File: config.mk
export PLATFORM = sky130hd
export DESIGN_NAME = power_fault_status_reporting
export DESIGN_NICKNAME = d
export VERILOG_FILES = /design/src/hw/pwr_status_pkg.sv /design/src/hw/status_channel.sv /design/src/hw/power_fault_status_reporting.sv
export VERILOG_INCLUDE_DIRS = /design/src /design/src/hw
export SDC_FILE = /design/constraint.sdc
export NUM_CORES = 1
export LEC_CHECK = 0
export ABC_AREA = 1
export BUFFER_PORTS_ARGS = -buffer_cell sky130_fd_sc_hd__buf_2
export CORE_MARGIN = 4
export CORE_UTILIZATION = 59
export DETAILED_ROUTE_END_ITERATION = 16
export HOLD_SLACK_MARGIN = 0.03
export PLACE_DENSITY = 0.83
export SLEW_MARGIN = 0
export SYNTH_ARGS = -nofsm -noshare
export SYNTH_HDL_FRONTEND = slang
export SYNTH_SLANG_ARGS = --single-unit
export TNS_END_PERCENT = 10
File: constraint.sdc
create_clock -name clk -period 2.9 [get_ports clk]
set_input_delay 0.435 -clock clk [delete_from_list [all_inputs] [get_ports clk]]
set_output_delay 0.435 -clock clk [all_outputs]
set_load 0.05 [all_outputs]
File: src/hw/pwr_status_consts.svh
// command codes, field positions, masks and reset values of the status bank
`ifndef PWR_STATUS_CONSTS_SVH
`define PWR_STATUS_CONSTS_SVH

`define CMD_CLEAR_ALL 8'h03
`define CMD_LOW_TRIP 8'h53
`define CMD_SUM_SHORT 8'h78
`define CMD_SUM_LONG 8'h79
`define CMD_VOLTAGE_GROUP_FLAG 8'h7A
`define CMD_CURRENT_GROUP_FLAG 8'h7B
`define CMD_INPUT 8'h7C
`define CMD_THERMAL 8'h7D
`define CMD_CML 8'h7E
`define CMD_VENDOR 8'h80
`define CMD_ECC_INFO 8'hB6
`define CMD_PADS 8'hE5
`define CMD_COMMON 8'hEF

`define SUM_BUSY 7
`define SUM_OFF 6
`define SUM_OV 5
`define SUM_OC 4
`define SUM_TEMP 2
`define SUM_CML 1
`define SUM_UNLISTED 0
`define SUM_W1C_MASK 8'h81

`define WORD_VOLTAGE_GROUP_FLAG 7
`define WORD_CURRENT_GROUP_FLAG 6
`define WORD_INPUT 5
`define WORD_VENDOR 4
`define WORD_PG_N 3

`define OVERVOLTAGE_TRIP_FLAG_FAULT 7
`define VOLTAGE_GROUP_FLAG_MASK 8'hFE
`define OVERCURRENT_TRIP_FLAG_FAULT 7
`define CURRENT_GROUP_FLAG_MASK 8'hA0
`define INPUT_MASK 8'hA0
`define INPUT_W1C_MASK 8'h80
`define INPUT_LOW_OFF 3
`define THERMAL_UT_FAULT 4
`define THERMAL_MASK 8'hC0
`define CML_BAD_CMD 7
`define CML_BAD_DATA 6
`define CML_MASK 8'hFB
`define VENDOR_MASK 8'hFB
`define PADS_MASK 16'hCFFF
`define COMMON_MASK 8'h7A
`define COMMON_NO_ALERT 7
`define ECC_INFO_MASK 16'h0020

`define LOW_TRIP_RESET 16'hE580

`endif

File: src/hw/pwr_status_pkg.sv
// types shared by the power status bank
package pwr_status_pkg;
	typedef logic [7:0] flag_byte_t;
	typedef logic [15:0] status_word_t;
endpackage

File: src/hw/status_channel.sv
// per-channel sticky fault flags and low temperature trip level
`timescale 1ns/1ns
`include "pwr_status_consts.svh"
module status_channel
	import pwr_status_pkg::*;
(
	input wire logic clk,
	input wire logic resetn,
	input wire logic clear_all,
	input wire logic [15:0] wdata,
	input wire logic wr_sum,
	input wire logic wr_voltage_group_flag,
	input wire logic wr_current_group_flag,
	input wire logic wr_thermal,
	input wire logic wr_vendor,
	input wire logic wr_trip,
	input wire logic [7:0] voltage_group_flag_cond,
	input wire logic [7:0] current_group_flag_cond,
	input wire logic [7:0] thermal_cond,
	input wire logic [7:0] vendor_cond,
	input wire logic busy_evt,
	input wire logic unlisted_evt,
	input wire logic [15:0] ext_temp,
	output flag_byte_t voltage_group_flag_flags,
	output flag_byte_t current_group_flag_flags,
	output flag_byte_t thermal_flags,
	output flag_byte_t vendor_flags,
	output logic busy_flag,
	output logic unlisted_flag,
	output status_word_t low_temp_trip_level
);
	// linear 5s/11s to signed fixed point with 16 fraction bits
	function automatic logic signed [47:0] lin_to_fix(input logic [15:0] v);
		logic signed [47:0] m;
		logic signed [5:0] e;
		m = 48'(signed'(v[10:0]));
		e = 6'(signed'(v[15:11])) + 6'sd16;
		lin_to_fix = m <<< e;
	endfunction

	// a condition still present sets its flag in the same cycle as a clear
	function automatic flag_byte_t sticky(input flag_byte_t cur, input flag_byte_t cond,
			input logic wr, input logic clr, input flag_byte_t wd, input flag_byte_t mask);
		flag_byte_t drop;
		drop = clr ? 8'hFF : (wr ? (wd & mask) : 8'h00);
		sticky = ((cur & ~drop) | cond) & mask;
	endfunction

	logic under_temp;
	flag_byte_t therm_in;
	flag_byte_t sum_w1c;
	flag_byte_t sum_in;
	flag_byte_t sum_next;

	assign under_temp = lin_to_fix(ext_temp) < lin_to_fix(low_temp_trip_level);
	assign therm_in = (thermal_cond & `THERMAL_MASK) | (8'(under_temp) << `THERMAL_UT_FAULT);
	assign sum_in = (8'(busy_evt) << `SUM_BUSY) | (8'(unlisted_evt) << `SUM_UNLISTED);
	assign sum_w1c = {busy_flag, 6'h00, unlisted_flag};
	assign sum_next = sticky(sum_w1c, sum_in, wr_sum, clear_all, wdata[7:0], `SUM_W1C_MASK);

	always_ff @(posedge clk or negedge resetn) begin
		if (!resetn) begin
			voltage_group_flag_flags <= 8'h00;
			current_group_flag_flags <= 8'h00;
			thermal_flags <= 8'h00;
			vendor_flags <= 8'h00;
			busy_flag <= 1'b0;
			unlisted_flag <= 1'b0;
			low_temp_trip_level <= `LOW_TRIP_RESET;
		end else begin
			voltage_group_flag_flags <= sticky(voltage_group_flag_flags, voltage_group_flag_cond, wr_voltage_group_flag, clear_all, wdata[7:0],
				`VOLTAGE_GROUP_FLAG_MASK);
			current_group_flag_flags <= sticky(current_group_flag_flags, current_group_flag_cond, wr_current_group_flag, clear_all, wdata[7:0],
				`CURRENT_GROUP_FLAG_MASK);
			thermal_flags <= sticky(thermal_flags, therm_in, wr_thermal, clear_all, wdata[7:0],
				`THERMAL_MASK | (8'h01 << `THERMAL_UT_FAULT));
			vendor_flags <= sticky(vendor_flags, vendor_cond, wr_vendor, clear_all, wdata[7:0],
				`VENDOR_MASK);
			busy_flag <= sum_next[`SUM_BUSY];
			unlisted_flag <= sum_next[`SUM_UNLISTED];
			if (wr_trip)
				low_temp_trip_level <= wdata;
		end
	end
endmodule // status_channel

File: src/hw/power_fault_status_reporting.sv
// fault and warning status register bank of a two-channel power controller
`timescale 1ns/1ns
`include "pwr_status_consts.svh"
// Functional notes
// - external undertemperature fault when sensed temperature falls below the per-channel trip level
// - per-channel one-byte fault summary at 0x78, chosen by page
// - summary bit 6 reads 1 whenever the channel delivers no output power
// - summary bits 5,4,2,1 flag overvoltage, overcurrent, temperature, comm/logic
// - unsupported status bit positions always read 0
// - summary bit 0 set for a fault not covered by bits 7..1
// - bit 7 set when unable to respond; only bits 7,0 alert, write-1 clears
// - 16-bit summary word at 0x79, low byte equals the summary byte
// - word bits 15..12 flag voltage, current, input, vendor groups
// - word bit 11 reads 1 while power-good is false
// - output voltage flags at 0x7A, bits 7..1, all may alert
// - host clears an output voltage flag by writing 1 to it
// - output current flags at 0x7B, bits 7 and 5, alert and write-1 clear
// - input flags bits 7,5,3; only bit 7 alerts and clears by write-1
// - input flags at 0x7C shared by both channels, not paged
// - thermal flags at 0x7D, bits 7,6,4, alert and write-1 clear
// - writing 1 to a current or thermal flag clears only that bit
// - comm/memory/logic flags at 0x7E, shared, read and write
// - send-byte command 0x03 clears all set fault bits
// - read-only pad state word at 0xE5, shared
// - read-only unpaged common device flags at 0xEF
// - a fault still present after clearing sets again and re-asserts alert
// - any vendor flag sets word bit 12 and may alert
// - overtemperature warning sets summary temperature bit and thermal warning bit
// - comm/logic bit 7 flags bad command, bit 6 bad data
module power_fault_status_reporting
	import pwr_status_pkg::*;
#(
	parameter int CHANNELS = 2
) (
	input wire logic clk,
	input wire logic resetn,
	input wire logic cmd_valid,
	input wire logic cmd_write,
	input wire logic [7:0] cmd_code,
	input wire logic [15:0] cmd_wdata,
	input wire logic cmd_page,
	input wire logic [1:0][7:0] voltage_group_flag_cond,
	input wire logic [1:0][7:0] current_group_flag_cond,
	input wire logic [1:0][7:0] thermal_cond,
	input wire logic [1:0][7:0] vendor_cond,
	input wire logic [1:0] busy_evt,
	input wire logic [1:0] unlisted_evt,
	input wire logic [1:0] output_on,
	input wire logic [1:0] power_good,
	input wire logic [1:0][15:0] ext_temp,
	input wire logic [7:0] supply_cond,
	input wire logic [7:0] cml_cond,
	input wire logic [15:0] pad_pins,
	input wire logic [7:0] common_cond,
	input wire logic ecc_clean,
	output status_word_t rd_data,
	output logic rd_valid,
	output logic alert_n
);
	generate
		if (CHANNELS != 2) begin : g_bad_channels
			$error("power_fault_status_reporting serves exactly two channels");
		end
	endgenerate

	localparam int ASYNC_W = 113;

	// analog detectors and pins are asynchronous: two flops before use, except ext_temp, which feeds the channels unsynchronised
	logic [ASYNC_W-1:0] async_in;
	logic [ASYNC_W-1:0] sync_a;
	logic [ASYNC_W-1:0] sync_b;

	assign async_in = {voltage_group_flag_cond, current_group_flag_cond, thermal_cond, vendor_cond, busy_evt, unlisted_evt,
		output_on, power_good, supply_cond, cml_cond, pad_pins, common_cond, ecc_clean};

	always_ff @(posedge clk or negedge resetn) begin
		if (!resetn) begin
			sync_a <= '0;
		end else begin
			sync_a <= async_in;
		end
	end

	// only the second stage is read, the first may still be resolving
	always_ff @(posedge clk or negedge resetn) begin
		if (!resetn) begin
			sync_b <= '0;
		end else begin
			sync_b <= sync_a;
		end
	end

	logic [1:0][7:0] s_voltage_group_flag;
	logic [1:0][7:0] s_current_group_flag;
	logic [1:0][7:0] s_thermal;
	logic [1:0][7:0] s_vendor;
	logic [1:0] s_busy;
	logic [1:0] s_unlisted;
	logic [1:0] s_on;
	logic [1:0] s_pg;
	flag_byte_t s_supply;
	flag_byte_t s_cml;
	status_word_t s_pads;
	flag_byte_t s_common;
	logic s_ecc;

	assign {s_voltage_group_flag, s_current_group_flag, s_thermal, s_vendor, s_busy, s_unlisted, s_on, s_pg, s_supply,
		s_cml, s_pads, s_common, s_ecc} = sync_b;

	// command decode
	logic wr;
	logic rd;
	logic hit_clear;
	logic hit_trip;
	logic hit_short;
	logic hit_long;
	logic hit_voltage_group_flag;
	logic hit_current_group_flag;
	logic hit_input;
	logic hit_thermal;
	logic hit_cml;
	logic hit_vendor;
	logic hit_ecc;
	logic hit_pads;
	logic hit_common;
	logic hit_ro;
	logic hit_any;
	logic bad_cmd;
	logic bad_data;
	logic clear_all;

	assign wr = cmd_valid & cmd_write;
	assign rd = cmd_valid & ~cmd_write;
	assign hit_clear = cmd_code == `CMD_CLEAR_ALL;
	assign hit_trip = cmd_code == `CMD_LOW_TRIP;
	assign hit_short = cmd_code == `CMD_SUM_SHORT;
	assign hit_long = cmd_code == `CMD_SUM_LONG;
	assign hit_voltage_group_flag = cmd_code == `CMD_VOLTAGE_GROUP_FLAG;
	assign hit_current_group_flag = cmd_code == `CMD_CURRENT_GROUP_FLAG;
	assign hit_input = cmd_code == `CMD_INPUT;
	assign hit_thermal = cmd_code == `CMD_THERMAL;
	assign hit_cml = cmd_code == `CMD_CML;
	assign hit_vendor = cmd_code == `CMD_VENDOR;
	assign hit_ecc = cmd_code == `CMD_ECC_INFO;
	assign hit_pads = cmd_code == `CMD_PADS;
	assign hit_common = cmd_code == `CMD_COMMON;
	assign hit_ro = hit_ecc | hit_pads | hit_common;
	assign hit_any = hit_clear | hit_trip | hit_short | hit_long | hit_voltage_group_flag | hit_current_group_flag
		| hit_input | hit_thermal | hit_cml | hit_vendor | hit_ro;
	assign clear_all = wr & hit_clear;
	// reading the clear command is as wrong as an unknown code
	assign bad_cmd = cmd_valid & (~hit_any | (rd & hit_clear));
	assign bad_data = wr & hit_ro;

	// per-channel banks
	logic [1:0][7:0] voltage_group_flag_flags;
	logic [1:0][7:0] current_group_flag_flags;
	logic [1:0][7:0] thermal_flags;
	logic [1:0][7:0] vendor_flags;
	logic [1:0] busy_flag;
	logic [1:0] unlisted_flag;
	logic [1:0][15:0] trip_level;
	logic [1:0][7:0] sum_short;
	logic [1:0][7:0] sum_high;
	logic [1:0] ch_alert;

	flag_byte_t supply_flags;
	flag_byte_t comm_memory_logic_flags;

	genvar ch;
	generate
		for (ch = 0; ch < 2; ch++) begin : g_chan
			logic sel;
			logic wr_sum_ch;
			logic wr_voltage_group_flag_ch;
			logic wr_current_group_flag_ch;
			logic wr_therm_ch;
			logic wr_vendor_ch;
			logic wr_trip_ch;
			logic voltage_group_flag_any;
			logic current_group_flag_any;
			logic therm_any;
			logic vendor_any;

			// the page travels with each command, so no stale page can steer a write
			assign sel = wr & (cmd_page == 1'(ch));
			assign wr_sum_ch = sel & (hit_short | hit_long);
			assign wr_voltage_group_flag_ch = sel & hit_voltage_group_flag;
			assign wr_current_group_flag_ch = sel & hit_current_group_flag;
			assign wr_therm_ch = sel & hit_thermal;
			assign wr_vendor_ch = sel & hit_vendor;
			assign wr_trip_ch = sel & hit_trip;
			assign voltage_group_flag_any = |voltage_group_flag_flags[ch];
			assign current_group_flag_any = |current_group_flag_flags[ch];
			assign therm_any = |thermal_flags[ch];
			assign vendor_any = |vendor_flags[ch];

			status_channel u_chan (
				.clk(clk),
				.resetn(resetn),
				.clear_all(clear_all),
				.wdata(cmd_wdata),
				.wr_sum(wr_sum_ch),
				.wr_voltage_group_flag(wr_voltage_group_flag_ch),
				.wr_current_group_flag(wr_current_group_flag_ch),
				.wr_thermal(wr_therm_ch),
				.wr_vendor(wr_vendor_ch),
				.wr_trip(wr_trip_ch),
				.voltage_group_flag_cond(s_voltage_group_flag[ch]),
				.current_group_flag_cond(s_current_group_flag[ch]),
				.thermal_cond(s_thermal[ch]),
				.vendor_cond(s_vendor[ch]),
				.busy_evt(s_busy[ch]),
				.unlisted_evt(s_unlisted[ch]),
				.ext_temp(ext_temp[ch]),
				.voltage_group_flag_flags(voltage_group_flag_flags[ch]),
				.current_group_flag_flags(current_group_flag_flags[ch]),
				.thermal_flags(thermal_flags[ch]),
				.vendor_flags(vendor_flags[ch]),
				.busy_flag(busy_flag[ch]),
				.unlisted_flag(unlisted_flag[ch]),
				.low_temp_trip_level(trip_level[ch])
			);

			// summary byte: live OR of detail flags plus two sticky bits
			assign sum_short[ch] = {busy_flag[ch],
				~s_on[ch],
				voltage_group_flag_flags[ch][`OVERVOLTAGE_TRIP_FLAG_FAULT],
				current_group_flag_flags[ch][`OVERCURRENT_TRIP_FLAG_FAULT],
				1'b0,
				therm_any,
				|comm_memory_logic_flags,
				unlisted_flag[ch]};
			assign sum_high[ch] = {voltage_group_flag_any,
				current_group_flag_any,
				|supply_flags,
				vendor_any,
				~s_pg[ch],
				3'b000};
			assign ch_alert[ch] = busy_flag[ch] | unlisted_flag[ch] | voltage_group_flag_any
				| current_group_flag_any | therm_any | vendor_any;
		end
	endgenerate

	// shared flag bytes
	logic wr_input;
	logic wr_cml;
	flag_byte_t supply_drop;
	flag_byte_t next_supply;
	flag_byte_t cml_in;
	flag_byte_t cml_drop;
	flag_byte_t next_cml;

	assign wr_input = wr & hit_input;
	assign wr_cml = wr & hit_cml;
	// input bit 5 only leaves on a global clear; bit 3 is a live state
	assign supply_drop = clear_all ? 8'hFF
		: (wr_input ? (cmd_wdata[7:0] & `INPUT_W1C_MASK) : 8'h00);
	assign next_supply = ((supply_flags & ~supply_drop) | s_supply) & `INPUT_MASK;
	assign cml_in = (s_cml | (8'(bad_cmd) << `CML_BAD_CMD) | (8'(bad_data) << `CML_BAD_DATA))
		& `CML_MASK;
	assign cml_drop = clear_all ? 8'hFF
		: (wr_cml ? (cmd_wdata[7:0] & `CML_MASK) : 8'h00);
	assign next_cml = ((comm_memory_logic_flags & ~cml_drop) | cml_in) & `CML_MASK;

	always_ff @(posedge clk or negedge resetn) begin
		if (!resetn) begin
			supply_flags <= 8'h00;
		end else begin
			supply_flags <= next_supply;
		end
	end

	always_ff @(posedge clk or negedge resetn) begin
		if (!resetn) begin
			comm_memory_logic_flags <= 8'h00;
		end else begin
			comm_memory_logic_flags <= next_cml;
		end
	end

	logic [7:0] input_view;
	assign input_view = supply_flags | (8'(s_supply[`INPUT_LOW_OFF]) << `INPUT_LOW_OFF);

	// alert is driven only by alert-capable flags
	logic next_alert_n;
	assign next_alert_n = ~((|ch_alert) | supply_flags[7] | (|comm_memory_logic_flags));

	flag_byte_t common_device_flags;
	assign common_device_flags = (s_common & `COMMON_MASK)
		| (8'(alert_n) << `COMMON_NO_ALERT);

	status_word_t pad_state_word;
	status_word_t ecc_info_word;
	assign pad_state_word = s_pads & `PADS_MASK;
	assign ecc_info_word = {10'h000, s_ecc, 5'h00} & `ECC_INFO_MASK;

	// read mux; paged registers follow the page given with the command
	logic pg;
	status_word_t next_rd_data;
	assign pg = cmd_page;
	assign next_rd_data =
		hit_short ? {8'h00, sum_short[pg]} :
		hit_long ? {sum_high[pg], sum_short[pg]} :
		hit_voltage_group_flag ? {8'h00, voltage_group_flag_flags[pg]} :
		hit_current_group_flag ? {8'h00, current_group_flag_flags[pg]} :
		hit_input ? {8'h00, input_view} :
		hit_thermal ? {8'h00, thermal_flags[pg]} :
		hit_cml ? {8'h00, comm_memory_logic_flags} :
		hit_vendor ? {8'h00, vendor_flags[pg]} :
		hit_trip ? trip_level[pg] :
		hit_pads ? pad_state_word :
		hit_common ? {8'h00, common_device_flags} :
		hit_ecc ? ecc_info_word :
		16'h0000;

	// one pulse per read; a write never answers
	always_ff @(posedge clk or negedge resetn) begin
		if (!resetn) begin
			rd_valid <= 1'b0;
		end else begin
			rd_valid <= rd;
		end
	end

	// held between reads so a slow transaction layer may fetch it late
	always_ff @(posedge clk or negedge resetn) begin
		if (!resetn) begin
			rd_data <= 16'h0000;
		end else if (rd) begin
			rd_data <= next_rd_data;
		end
	end

	// registered so the pin never glitches while flags settle
	always_ff @(posedge clk or negedge resetn) begin
		if (!resetn) begin
			alert_n <= 1'b1;
		end else begin
			alert_n <= next_alert_n;
		end
	end
endmodule // power_fault_status_reporting

# == Word-level counts from Yosys, hierarchy flattened ==
# Index checks and enable logic that the tools add are counted.
# word_totals
out_inout_bits,18
reg_bits,327
# op_classes
n_eq_ne,13
mux,50
n_reduce_logical,11
magnitude_cmp,3
n_shift,4
bitwise,100
add_sub_neg,4
# op_table
cell,n
$mux 8,37
$mux 16,12
$sshl 11x6->48,4
$or 8x8->8,13
$and 8x8->8,12
$lt 48x48->1,2
$not 8->8,12
$eq 8x7->1 const B,8
$reduce_or 7->1,5
$eq 8x8->1 const B,4
$or 1x1->1,26
$add 5x6->6 const B,4
$and 1x1->1,22
$or 8x1->8,2
$or 8x5->8,2
$eq 8x2->1 const B,1
$not 1->1,8
$or 7x8->8,1
$or 8x4->8,1
$or 8x7->8,1
$reduce_or 2->1,4
$mux 6,1
$reduce_or 3->1,2
$lt 1x2->1 const B,1

# == Logic depth before layout (Yosys ltp) ==
# depth
depth_word,17
depth_mapped,22

# == Hierarchy ==
# A second synthesis with hierarchy kept.
# unflattened
cells_unflattened,2022
hier_area_um2,16467.0
# modules_own_cells
mod,seq_area_each_um2,cells_each,area_per_inst_um2,instances
status_channel,933.4,633,4155.2,2
power_fault_status_reporting,5781.8,756,8156.6,1

# == Worst setup path before layout ==
# OpenSTA, ideal clock, no wires.
# synth_path
path_kind,reg2reg
startpoint,reg g_chan[1].u_chan.low_temp_trip_level[13]
endpoint,reg g_chan[1].u_chan.thermal_flags[4]
required_ns,2.773
path_buffers,2
setup_time_ns,0.127
path_stages_with_launch,18
arrival_ns,2.574
setup_slack_ns,0.199
path_cell_list,dfstp_2 buf_2 inv_1 clkbuf_1 o21ai_0 inv_1 o21ai_0 a21oi_1 ha_1 nand2_1 nor2_1 a211oi_1 a21oi_1 or2_2 nor2_1 nand2_1 nand2_1 nand3_1
# synth_via
elab_chain_cells,5
# synth_lines
element,line,rtl
"start, declared",status_channel.sv:30,output status_word_t low_temp_trip_level
"start signal, assigned",status_channel.sv:69,low_temp_trip_level <= `LOW_TRIP_RESET;
"start signal, assigned",status_channel.sv:82,low_temp_trip_level <= wdata;
$add 5x6->6,status_channel.sv:37,e = 6'(signed'(v[15:11])) + 6'sd16;
$sshl 11x6->48,status_channel.sv:38,lin_to_fix = m <<< e;
$lt 48x48->1,status_channel.sv:55,assign under_temp = lin_to_fix(ext_temp) < lin_to_fix(low_temp_trip_level);
$or 8x5->8,status_channel.sv:56,assign therm_in = (thermal_cond & `THERMAL_MASK) | (8'(under_temp) << `THERMAL_UT_FAULT);
$or 8x8->8,status_channel.sv:46,sticky = ((cur & ~drop) | cond) & mask;
"end signal, assigned",status_channel.sv:75,"thermal_flags <= sticky(thermal_flags, therm_in, wr_thermal, clear_all, wdata[7:0],"
"end, declared",status_channel.sv:26,"output flag_byte_t thermal_flags,"
# No other way between the ends.
# A chain may end at the register's enable or synchronous reset.

# == Worst setup path in the final report ==
# layout_path
startpoint,reg g_chan[1].u_chan.low_temp_trip_level[11]
endpoint,reg g_chan[1].u_chan.thermal_flags[4]
# The elaborated chain is that of the path after synthesis.

==> impl_metrics.py <==
metrics = {
    "floorplanning": {
        "die_h_microns": 164,
        "die_area_sq_um": 26800,
        "core_area_sq_um": 23600,
        "ios": 192,
        "fp-row-count": 56,
        "initial_core_util": 0.605,
        "dieWidth_microns": 164,
    },
    "finish": {
        "drive_above_1_share": 0.245,
        "multiInputGateArea_sq_um": 7560,
        "regArea_sq_um": 6250,
        "utilization": 0.777,
        "diodes": 0,
        "fin_nets": 2373,
        "area_growth_pct": 28.5,
        "n_fill_cell": 1660,
    },
    "route": {
        "totalWireLength_microns": 48000,
        "first_pass_iters": 8,
        "drt-initial-drc-count": 1554,
        "drc": 0,
        "postRouteAntennaNets": 0,
        "wl_per_cell_microns": 19.6,
        "vias_per_cell": 5.94,
        "vias": 14500,
    },
    "clock_network": {
        "clk_pin_slew_ps": 60,
        "clockBufferDepth": 3,
        "cts.sinks": 249,
        "htreeDepth": 1,
        "cts_buffers": 25,
        "cts_tree": "built",
        "insertion_delay_ps": 540,
        "cts_root_buf": "clkbuf_16",
    },
    "grt": {
        "grt_max_degree": 86,
        "grt_pass1_wl_microns": 73000,
        "first_global_vias": 14000,
        "track_usage": 0.346,
        "antenna_found_initial": 0,
        "grt_overflow": 0,
    },
    "timing": {
        "tns_ps": -83.5,
        "fin_crit_ps": 2980,
        "hold_violations": 0,
        "setup_ws_ps": -75.8,
        "min_period_over_period": 1.03,
        "hold_ws_ps": 151,
        "tightest_slew_ps": 973,
        "skew_ps": 29.6,
        "setup_violations": 2,
        "rsz0062_at_grt": "true",
        "fmax_ghz": 0.336,
        "relSlewSlack": 0.345,
        "finalMaxSlewViolations": 0,
    },
    "power": {
        "power_mw": 8.44,
        "powerDensity_nw_per_um2": 460,
        "peakVddDrop_mv": 1.05,
        "p_leak_nw": 8.72,
    },
    "worst_setup_path": {
        "cp_slowest_cell": "dfrtp_2",
        "worstPathRequired_ps": 3300,
        "end_kind": "flop",
        "critPathKind": "reg2reg",
        "crit_chain": "clkbuf_16, o21ai_4, inv_2, nand2_1, o21ai_2, nand2_1, o21ai_1, o21ai_1, a21oi_1, ha_1, a21oi_1, nor2_1, a211oi_1, a21oi_1, or2_4, nor2_4, nand2_1, nand2_1, nand3_2",
        "slowest_delay_ps": 470,
        "cpMostUsedCell": "nand2_1",
        "critPathArrivalTime_ps": 3380,
        "worstSetupStartpointType": "flop",
        "crit_fanout": 5,
    },
    "synth": {
        "synthTopCellsByArea": "dfrtp_1, o21ai_0, nand2_1",
        "syn_avg_cell_area_sq_um": 7.86,
        "async_reset_ff_frac": 1.00,
        "yosysTopAreaCell": "dfrtp_1",
        "synth_top_area_frac": 0.414,
        "synth_cells": 1816,
        "synth_flop_cell": "dfrtp_1",
        "synthTopCellsByCount": "nand2_1, o21ai_0, dfrtp_1",
        "synth_edf_count": 0,
        "yosysWarningCount": 0,
        "ys_types": 46,
        "yosysMostFrequentCell": "nand2_1",
        "ys_seq_elements": 249,
        "syn_area_sq_um": 14300,
        "ys_seq_area_frac": 0.437,
        "synth_fp_nets": 2072,
    },
    "outcome": {
        "outcome": "complete, but fails checks",
        "violations": "negative setup slack",
    },
    "run": {
        "cap_viol_max_count": 0,
    },
    "place": {
        "io_buffer_count": 152,
        "dp_hpwl_microns": 33000,
        "gp_congestion": 1.03,
    },
    "hold_path": {
        "hold_path.class": "in2reg",
    },
}
## flip-flops by register name, indices dropped and copies added, names as in the netlist, 4 cells and up
signal	count
g_chan.u_chan.voltage_group_flag_flags	14
g_chan.u_chan.thermal_flags	6
sync_a	74
comm_memory_logic_flags	7
rd_data	16
g_chan.u_chan.low_temp_trip_level	32
sync_b	74
g_chan.u_chan.vendor_flags	14
g_chan.u_chan.current_group_flag_flags	4
## worst paths after layout
check	cells after the start	end	start	slack, ps
min in group asynchronous	2	sync_a[32]	resetn	490
setup / recovery	19	g_chan[1].u_chan.thermal_flags[4]	g_chan[1].u_chan.low_temp_trip_level[11]	-80
hold / removal	3	g_chan[1].u_chan.low_temp_trip_level[15]	cmd_wdata[15]	150
hold reg to reg	0	sync_b[106]	sync_a[106]	350
max in group asynchronous	3	g_chan[0].u_chan.low_temp_trip_level[7]	resetn	1490
setup reg to reg	19	g_chan[1].u_chan.thermal_flags[4]	g_chan[1].u_chan.low_temp_trip_level[11]	-80
## per-stage QoR
stage | worst slack [ps] | instance area [sq um] | cells
detailed placement | -282 | 16000 | 2320
global placement | -252 | 16000 | 2320
global route | -168 | 18300 | 2449
finish | -75.8 | 18300 | 2449
CTS | 5.15 | 17700 | 2435
floorplan | 199 | 14300 | 1816
## worst max-delay path, delay by kind of cell, from the launching register on
family	cells	cell delay [ps]
compound gates	8	1160
fa+ha+maj	1	190
simple gates	8	780
buf+inv	2	240
flops	1	470
## cell type report
type                            count  area share
Clock inverter                      9      0.0100
Tap cell                          319      0.0218
Timing Repair inverter              1    0.000409
Timing Repair Buffer              361       0.144
Inverter                          166      0.0346
Clock buffer                       31      0.0359
Sequential cell                   249       0.341
Multi-Input combinational cell   1313       0.412
## cells in the final DEF (no fill, tap or decap), types with 6 or more instances in the layout
cell type      instances
a21oi_1               72
a21oi_2               20
a31o_2                19
buf_2                151
buf_4                121
buf_6                  6
clkbuf_16             27
clkinv_1               6
dfrtp_1              233
dfstp_2               13
dlygate4sd3_1         75
ha_1                  78
inv_1                137
inv_2                 20
mux2i_1               17
nand2_1              398
nand2_2               26
nand3_1               86
nand4_1               22
nor2_1               101
nor3_1                 8
nor4_1                14
o211ai_1              10
o21ai_0              233
o21ai_1               53
o21ai_2               33
o21ai_4                9
o21bai_1              29
or2_2                 18
## timing repair
| action | in CTS | in global routing |
|---|---|---|
| endpoints found under the setup margin | 2 | 2 |
| pin swaps | 5 | 79 |
| hold endpoints to repair | 156 | 0 |
| hold buffers | 75 | 0 |
| gates resized for setup | 39 | 195 |
| buffers inserted | 0 | 9 |
| cloned | 0 | 5 |
## routing by layer
layer | GRT usage | part of all wire | vias up
met5 | 0 | 0 | -
met4 | 0.173 | 0.058 | 0
met3 | 0.0495 | 0.071 | 202
met2 | 0.584 | 0.49 | 772
met1 | 0.438 | 0.38 | 6832
li1 | - | - | 6740
## report_power, final
group | total, mW | switching [mW] | internal (mW)
sequential | 3.65 | 0.0537 | 3.59
combinational | 1.38 | 0.809 | 0.572
clock | 3.41 | 1.36 | 2.05
total | 8.44 | 2.22 | 6.22
## cell families (layout without fill, tap and decap cells)
group                      after synthesis  count (layout)  share of synthesized area
adders and majority gates               82              82                     0.0718
muxes                                   23              23                     0.0161
DFF                                    249             249                      0.437
buffers and inverters                  254             568                     0.0700
and+or+nand+nor                        698             698                      0.207
AOI/OAI and AO/OA                      510             510                      0.197
No activity file was read; power rests on OpenSTA's default activity.
